**src/rtl/ascp_pkg.sv**
```systemverilog
// package of constants for the serial command port of the acquisition device
package ascp_pkg;
  localparam int CFG_BITS    = 7;
  localparam int RES_BITS    = 12;
  localparam int CFG_SINGLE  = 6;
  localparam int CFG_ODD     = 5;
  localparam int CFG_SEL1    = 4;
  localparam int CFG_SEL0    = 3;
  localparam int CFG_POL     = 2;
  localparam int CFG_ORDER   = 1;
  localparam int CFG_PWR     = 0;
  localparam logic [1:0] SEL_UNUSED = 2'h3;
  localparam logic [3:0] CNT_ZERO   = 4'h0;
  localparam logic [6:0] CFG_RESET  = 7'h00;
  localparam logic [11:0] RES_ONES  = 12'hfff;
  localparam logic [11:0] RES_RESET = 12'h000;
  localparam logic SCLK_RESET       = 1'b0;
  localparam logic SDO_RESET        = 1'b0;
  localparam logic OE_RESET         = 1'b0;
  localparam logic OFF_N_RESET      = 1'b1;
  localparam logic START_RESET      = 1'b0;
  typedef enum logic [2:0] {
    ASCP_IDLE, ASCP_HUNT, ASCP_CFG, ASCP_NULL, ASCP_MSB, ASCP_LSB, ASCP_FILL
  } ascp_state_e;
endpackage

```
**src/rtl/ascp_port.sv**
```systemverilog
// serial command and result port of the acquisition device
`timescale 1ns/10ps
// Overview of operation
// - launch on falling clock, sample on rising
// - chip select low starts start bit hunt
// - first sampled one is start bit
// - capture seven config bits, launch conversion if power bit is one
// - ignore input after config until reselect
// - null bit, then current conversion result
// - input and output phases never overlap
// - chip select high returns port idle
// - address order: single flag, odd, sel1, sel0
// - single ended channel is 2*sel+odd
// - pair mode: odd bit picks positive channel
// - six channel variant leaves select 11 unused
// - polarity one unipolar, zero bipolar
// - order flag: msb then zeros, else lsb copy
// - power down: shutdown, ones word, zeros
// - system off output low until reselect
// - chip select high floats serial output
module ascp_port #(
  parameter int CHANNELS = 8
) (
  input  wire logic                  mclk,
  input  wire logic                  rst,
  input  wire logic                  cs_n,
  input  wire logic                  sclk,
  input  wire logic                  sdi,
  output logic                       sdo,
  output logic                       sdo_oe,
  output logic                       system_off_n,
  output logic                       conv_start,
  output logic [2:0]                 pos_channel,
  output logic [2:0]                 neg_channel,
  output logic                       neg_is_shared_return,
  output logic                       polarity_mode_bit,
  output logic                       channel_valid,
  input  wire logic [ascp_pkg::RES_BITS-1:0] conv_result
);
  import ascp_pkg::*;

  // only the six- and eight-input select decodes exist
  if (CHANNELS != 8 && CHANNELS != 6) begin
    $error("ascp_port: CHANNELS must be 6 or 8");
  end

  ascp_state_e state_q, state_d;
  logic              sclk_q;
  logic [6:0]        cfg_q, cfg_d;
  logic [3:0]        cnt_q, cnt_d;
  logic [11:0]       res_q, res_d;
  logic              sdo_q, sdo_d;
  logic              oe_q, oe_d;
  logic              off_n_q, off_n_d;
  logic              start_q, start_d;

  wire rise = sclk & ~sclk_q;
  wire fall = ~sclk & sclk_q;
  wire [6:0] cfg_next = {cfg_q[5:0], sdi};
  wire last_cfg = (cnt_q == 4'(CFG_BITS - 1));
  wire last_res = (cnt_q == 4'(RES_BITS - 1));
  wire bit_order_flag      = cfg_q[CFG_ORDER];
  wire power_down_n_bit    = cfg_q[CFG_PWR];
  wire [1:0] sel = {cfg_q[CFG_SEL1], cfg_q[CFG_SEL0]};
  wire single_vs_pair_flag = cfg_q[CFG_SINGLE];
  wire odd = cfg_q[CFG_ODD];
  // msb-only order and shutdown both pad with zeros after the first word
  wire fill_after_msb = bit_order_flag || !power_down_n_bit;
  // pair mode: odd flag chooses which member of the pair is positive
  wire [2:0] even_ch   = {sel, 1'b0};
  wire [2:0] odd_ch    = {sel, 1'b1};
  wire [2:0] single_ch = {sel, odd};
  wire [2:0] pair_pos  = odd ? odd_ch : even_ch;
  wire [2:0] pair_neg  = odd ? even_ch : odd_ch;

  assign pos_channel = single_vs_pair_flag ? single_ch : pair_pos;
  assign neg_channel = single_vs_pair_flag ? 3'h0 : pair_neg;
  assign neg_is_shared_return = single_vs_pair_flag;
  assign polarity_mode_bit = cfg_q[CFG_POL];
  assign channel_valid = !(CHANNELS == 6 && sel == SEL_UNUSED);
  assign sdo = sdo_q;
  assign sdo_oe = oe_q;
  assign system_off_n = off_n_q;
  assign conv_start = start_q;

  always_comb begin
    state_d = state_q;
    cfg_d = cfg_q;
    cnt_d = cnt_q;
    res_d = res_q;
    sdo_d = sdo_q;
    oe_d = oe_q;
    off_n_d = off_n_q;
    start_d = 1'b0;
    if (cs_n) begin
      // idle: output floats, but shutdown persists until the next select
      state_d = ASCP_IDLE;
      oe_d = 1'b0;
      sdo_d = 1'b0;
    end else begin
      unique case (state_q)
        ASCP_IDLE: begin
          state_d = ASCP_HUNT;
          off_n_d = 1'b1;
          cnt_d = CNT_ZERO;
        end
        ASCP_HUNT: begin
          if (rise && sdi) begin
            state_d = ASCP_CFG;
            cnt_d = CNT_ZERO;
          end
        end
        ASCP_CFG: begin
          if (rise) begin
            cfg_d = cfg_next;
            cnt_d = cnt_q + 4'h1;
            if (last_cfg) begin
              state_d = ASCP_NULL;
              start_d = cfg_next[CFG_PWR];
              off_n_d = cfg_next[CFG_PWR];
              res_d = cfg_next[CFG_PWR] ? conv_result : RES_ONES;
            end
          end
        end
        ASCP_NULL: begin
          // output only turns on after the last input bit: half duplex
          if (fall) begin
            oe_d = 1'b1;
            sdo_d = 1'b0;
            state_d = ASCP_MSB;
            cnt_d = CNT_ZERO;
          end
        end
        ASCP_MSB: begin
          if (fall) begin
            sdo_d = res_q[RES_BITS - 1 - cnt_q];
            cnt_d = cnt_q + 4'h1;
            if (last_res) begin
              state_d = fill_after_msb ? ASCP_FILL : ASCP_LSB;
              cnt_d = 4'h1;  // lsb is shared by both copies
            end
          end
        end
        ASCP_LSB: begin
          if (fall) begin
            sdo_d = res_q[cnt_q];
            cnt_d = cnt_q + 4'h1;
            if (last_res)
              state_d = ASCP_FILL;
          end
        end
        ASCP_FILL: begin
          if (fall)
            sdo_d = 1'b0;
        end
        default: state_d = ASCP_IDLE;
      endcase
    end
  end

  always_ff @(posedge mclk or posedge rst) begin
    if (rst) begin
      state_q <= ASCP_IDLE;
    end else begin
      state_q <= state_d;
    end
  end

  // serial clock history for edge detection; harmless while deselected
  always_ff @(posedge mclk or posedge rst) begin
    if (rst) begin
      sclk_q <= SCLK_RESET;
    end else begin
      sclk_q <= sclk;
    end
  end

  always_ff @(posedge mclk or posedge rst) begin
    if (rst) begin
      cfg_q <= CFG_RESET;
    end else begin
      cfg_q <= cfg_d;
    end
  end

  always_ff @(posedge mclk or posedge rst) begin
    if (rst) begin
      cnt_q <= CNT_ZERO;
    end else begin
      cnt_q <= cnt_d;
    end
  end

  // result is frozen when the command completes, so a late input change
  // cannot leak into the word being shifted out
  always_ff @(posedge mclk or posedge rst) begin
    if (rst) begin
      res_q <= RES_RESET;
    end else begin
      res_q <= res_d;
    end
  end

  always_ff @(posedge mclk or posedge rst) begin
    if (rst) begin
      sdo_q <= SDO_RESET;
    end else begin
      sdo_q <= sdo_d;
    end
  end

  always_ff @(posedge mclk or posedge rst) begin
    if (rst) begin
      oe_q <= OE_RESET;
    end else begin
      oe_q <= oe_d;
    end
  end

  always_ff @(posedge mclk or posedge rst) begin
    if (rst) begin
      off_n_q <= OFF_N_RESET;
    end else begin
      off_n_q <= off_n_d;
    end
  end

  always_ff @(posedge mclk or posedge rst) begin
    if (rst) begin
      start_q <= START_RESET;
    end else begin
      start_q <= start_d;
    end
  end
endmodule

```
**config.mk**
```make
export PLATFORM = sky130hd
export DESIGN_NAME = ascp_port
export DESIGN_NICKNAME = d
export VERILOG_FILES = /design/src/rtl/ascp_pkg.sv /design/src/rtl/ascp_port.sv
export SDC_FILE = /design/constraint.sdc
export NUM_CORES = 1
export LEC_CHECK = 0
export BUFFER_PORTS_ARGS = -buffer_cell sky130_fd_sc_hd__clkbuf_2
export CORE_ASPECT_RATIO = 1.1
export CORE_MARGIN = 3
export CORE_UTILIZATION = 36
export DETAILED_ROUTE_END_ITERATION = 7
export GPL_ROUTABILITY_DRIVEN = 1
export GPL_TIMING_DRIVEN = 0
export PLACE_DENSITY_LB_ADDON = 0.12
export SYNTH_ARGS = -nofsm -noshare
export SYNTH_HDL_FRONTEND = slang
export SYNTH_SLANG_ARGS = --single-unit
```
**constraint.sdc**
```tcl
create_clock -name mclk -period 2.2 [get_ports mclk]
set_input_delay 0.44 -clock mclk [delete_from_list [all_inputs] [get_ports mclk]]
set_output_delay 0.44 -clock mclk [all_outputs]
set_load 0.005 [all_outputs]
```
Yosys cells after proc, flatten, opt, wreduce, memory -nomap -nowiden
Cells that the tools add are included.

Flip-flop bits (word level): 31. Output and inout bits: 13. Logic and storage cells: 101.

$add $sub $neg: 2. Magnitude comparators: 2. Equal/unequal tests: 24. Muxes and demuxes: 42. Bitwise gates (word level): 5. Reduce and logical (&&, ||, !) cells: 17.

Operators by type and width (count): 32-bit by 5-bit < comparator with 1-bit output (second input constant) (1); 3-bit 2-to-1 mux (10); 4-bit 2-to-1 mux (6); 3-bit inequality test (second input constant) (8); 4-bit case mux with 6 select lines (1); 3-bit case mux with 7 select lines (1); 1-bit 2-to-1 mux (18); 2-bit inequality test (second input constant) (7); 12-bit 2-to-1 mux (1); 4-bit AND reduction (3); 3-bit == test (second input constant) (3); 9-bit AND reduction (1); 1-bit binary-select mux with 4-bit select (2); 7-bit AND reduction (1); 3-bit by 2-bit == test with 1-bit output (second input constant) (2); 2-bit nonzero test (3); 6-bit nonzero test (1); 4-bit by 5-bit < comparator with 1-bit output (second input constant) (1); 4-bit by 4-bit subtractor with 5-bit output (first input constant) (1); 4-bit by 1-bit adder with 4-bit output (second input constant) (1); 4-bit by 3-bit == test with 1-bit output (second input constant) (1); 4-bit == test (second input constant) (1); 4-bit nonzero test (1); 3-bit by 1-bit == test with 1-bit output (second input constant) (1); 13 further kinds (16).

Logic depth before layout (Yosys ltp)
Depth in word-level cells: 7. Mapped depth: 9. Depth with buffers taken out: 7.

Least setup slack after synthesis
No wires, ideal clock.

Kind: reg2reg. Start point: register cnt_q[0]. End point: register res_q[0]. Library setup time: 0.141 ns. Arrival: 1.511 ns. Data required time: 2.059 ns. Setup slack: 0.548 ns. Cell stages (with the launch flop): 9. Path buffers: 3. Cells stage by stage: dfrtp_1 buf_4 buf_4 inv_1 ha_1 nand2_1 nor3_4 buf_2 a31oi_1.

Longest elaborated chain between the ends: 2.

Ends and longest elaborated chain: start, declared (line ascp_port.sv:50) `logic [3:0] cnt_q, cnt_d;`; start signal, assigned (line ascp_port.sv:190) `cnt_q <= cnt_d;`; 4-bit by 3-bit == test with 1-bit output (line ascp_port.sv:60) `wire last_cfg = (cnt_q == 4'(CFG_BITS - 1));`; 4-bit AND reduction (no line); end signal, assigned (line ascp_port.sv:200) `res_q <= res_d;`; end, declared (line ascp_port.sv:51) `logic [11:0] res_q, res_d;`.

No other way between the ends. A chain may end at the register's enable or synchronous reset.

Worst setup path in the final report
Same ends and word-level chain as after synthesis.

==> metrics.md <==
| Metric | Value |
|---|---|
| Starting Density | 0.383 |
| Critical Path End Type | register |
| Multi-input gate area | just under 900 um2 |
| Post-route DRC | 0 |
| Latest clock arrival within the worst-skew pair | ~0.29 ns |
| P_leak | approximately 0.0010 uW |
| Clock sinks | 31 |
| Post-synthesis sequential area ratio | 0.425 |
| Power per cell area | around 800 mW/mm2 |
| CTS Buf Count | 5 |
| CTS clk-pin slew, worst paths | 0.07 ns |
| Synth Instances | 185 |
| Final setup violation count | 0 |
| Final Hold Fails | 0 |
| Synth unique cells | 45 |
| Core box area | about 0.0048 mm2 |
| Initial DRC count | 83 |
| Final instance area | between 0.002 and 0.0025 mm2 |
| Wire length per cell | approximately 14 um |
| IO Pins | 30 |
| Clock Skews | between 0.007 and 0.008 ns |
| Vias | 1419 |
| Layout fillers | ~480 |
| Layout cells sized above 1 | 0.311 |
| Area occupied by registers | between 700 and 800 um2 |
| Async set or reset register ratio after synthesis | 1.00 |
| Final HPWL DP | around 2800 um |
| Worst path required time | 2.34 ns |
| Largest net degree at the start of global routing | 32 |
| Hold slack final | between 0.2 and 0.25 ns |
| RR Startpoint | cnt_q[0] |
| Status | finished, final reports clean |
| Worst path top cell family by delay | buffers and inverters |
| Achievable Freq | slightly above 500 MHz |
| TNS Setup | 0 ns |
| Die area | roughly 0.0060 mm2 |
| Post-Syn Nets | between 200 and 250 |
| Fin crit share | 0.886 |
| Maxcap violations | 0 |
| Post-CTS sizing | 0 |
| Placed cells | between 200 and 300 |
| Register bit count reported by yosys | 31 |
| Max Root-Sink Buffers | 2 |
| Layout Cells excl Fill | approximately 280 |
| Placed inst area | 0.00204 mm2 |
| Gr usage total | 0.144 |
| Most used cell, CP | buf_4 |
| Slew Limit Fails | 0 |
| Crit Path Class | reg -> reg |
| Maximum VDD drop | around 0.00034 V |
| Die H | ~81 um |
| Post-synth top flop | dfrtp_1 |
| Mean Syn Cell Area | 9.89 um2 |
| Vias in the first global route | 1409 |
| Syn-to-layout area delta | 18.7% |
| # hold bufs at CTS | 0 |
| First-pass GRT wire length | ~6600 um |
| GR Overflow Total | 0 |
| RePlAce Congestion | between 0.7 and 0.8 |
| Ys Warns | 0 |
| Nets | 242 |
| Final wirelength | between 3000 and 4000 um |
| CTS tree | done |
| Worst slew margin | 0.570 |
| Hold Crit Class | in -> async |
| Max FO, Critical Path | 10 |
| Crit start category | register |
| Via/cell ratio | about 5.1 |
| RSZ-0062 raised after global routing | no |
| Final ANT Viol Nets | 0 |
| Synthesized area | 0.00183 mm2 |
| Critical-path cell list | buf_4 -> buf_4 -> inv_1 -> ha_1 -> nand2_1 -> nor3_4 -> buf_2 -> a31oi_1 |
| DR pass1 iterations | 4 |
| # rows | 26 |
| CP Buf/Inv Count | 4 |
| H-tree depth | 2 |
| Post-synth EDFFs | 0 |
| ANT cells | 0 |
| Arr. time, crit path | around 2.1 ns |
| Root Driver | clkbuf_8 |
| Min cycle time layout | 1.95 ns |
| Crit-path max cell delay | slightly below 0.4 ns |
| Worst setup path startpoint | cnt_q[0] |
| Antenna violations before repair | 0 |
| Tightest Pin Transition | around 0.64 ns |
| Slowest-stage cell, CP | dfrtp_1 |
| Port Buffers | 28 |
| Die width | ~74 um |
| Core Util, Final | 0.454 |
| Setup bufs post-CTS | 0 |
## state kept, by name (all words and copies together) (netlist names)
register	count
cfg_q	7
system_off_n	1
sclk_q	1
sdo	1
cnt_q	4
state_q	3
conv_start	1
res_q	12
sdo_oe	1
## cell usage in the layout (no fill, tap or decap), types with 2 or more instances in the layout
master and n:
mux4_2 4, ha_1 4, nor2b_1 5, clkbuf_2 28, o21ai_0 5, clkbuf_8 7
nand2_1 8, o31ai_1 2, nor2_1 21, a21oi_1 9, o32ai_1 2, buf_4 9
nand2b_1 2, clkbuf_1 2, mux2_2 8, dfrtp_1 30, nor3_4 2, and2_1 2
buf_2 2, nand3_1 4, a31oi_1 14, mux2i_1 5, inv_1 21
## layer usage
metal | wire length [um] | GRT usage | vias to the layer above
met5 | 0 | 0 | -
met4 | 36 | 0.0435 | 0
met3 | 160 | 0.0384 | 5
met2 | 1930 | 0.242 | 29
met1 | 1790 | 0.180 | 668
li1 | - | - | 717
## through the flow
step	total power, uW	setup slack (ns)
after floorplan	1120	0.548
after global placement	1240	0.271
after detailed placement	1240	0.272
after CTS	1760	0.245
after global routing	1850	0.0510
final	1740	0.251
## cell families (layout without fill, tap and decap cells)
kind of cell | after synthesis | after routing | share of synthesized area
other | 1 | 1 | 0.00205
XOR/XNOR | 1 | 1 | 0.00479
adder cells (fa/ha/maj) | 5 | 5 | 0.0328
multiplexers | 17 | 17 | 0.126
flip-flops | 31 | 31 | 0.425
AO/OA/AOI/OAI | 43 | 43 | 0.161
AND/OR/NAND/NOR | 53 | 53 | 0.159
buffers and inverters | 34 | 71 | 0.0896
## power breakdown
part,leakage (uW),switching [uW],internal (uW)
combinational,0.000572,297,257
clock,0.0000505,220,284
sequential,0.000410,49.1,631
total,0.00103,566,1170
## synthesized netlist by cell type, drive strengths merged, types with 4 or more instances
| cell | number | share of area |
|---|---|---|
| buf | 11 | 0.042 |
| dfrtp | 30 | 0.41 |
| ha | 4 | 0.027 |
| inv | 21 | 0.043 |
| o21ai | 5 | 0.014 |
| nor2 | 22 | 0.047 |
| mux2 | 8 | 0.049 |
| a21oi | 10 | 0.029 |
| nand2 | 9 | 0.020 |
| mux2i | 5 | 0.027 |
| mux4 | 4 | 0.049 |
| nand3 | 4 | 0.011 |
| a31oi | 14 | 0.048 |
| nor2b | 6 | 0.025 |
## area by class of cell
cell class	instances	share of cell area
well taps	56	0.0323
repair buffers	29	0.0772
plain buffers	13	0.0392
multi-input cells	120	0.409
inverters	21	0.0363
clock inverters	1	0.00346
clock buffers	7	0.0444
flip-flops and latches	31	0.358
## worst paths after layout
kind	end	slack (ns)	cells after the start
setup / recovery	res_q[0]	0.25	8
hold / removal	cfg_q[3]	0.21	2
setup reg to reg	res_q[0]	0.25	8
hold reg to reg	sdo_oe	0.51	2
max in group asynchronous	cnt_q[3]	1.47	3
min in group mclk	sclk_q	0.34	1
Note: power is estimated with default switching activity, not from simulation.
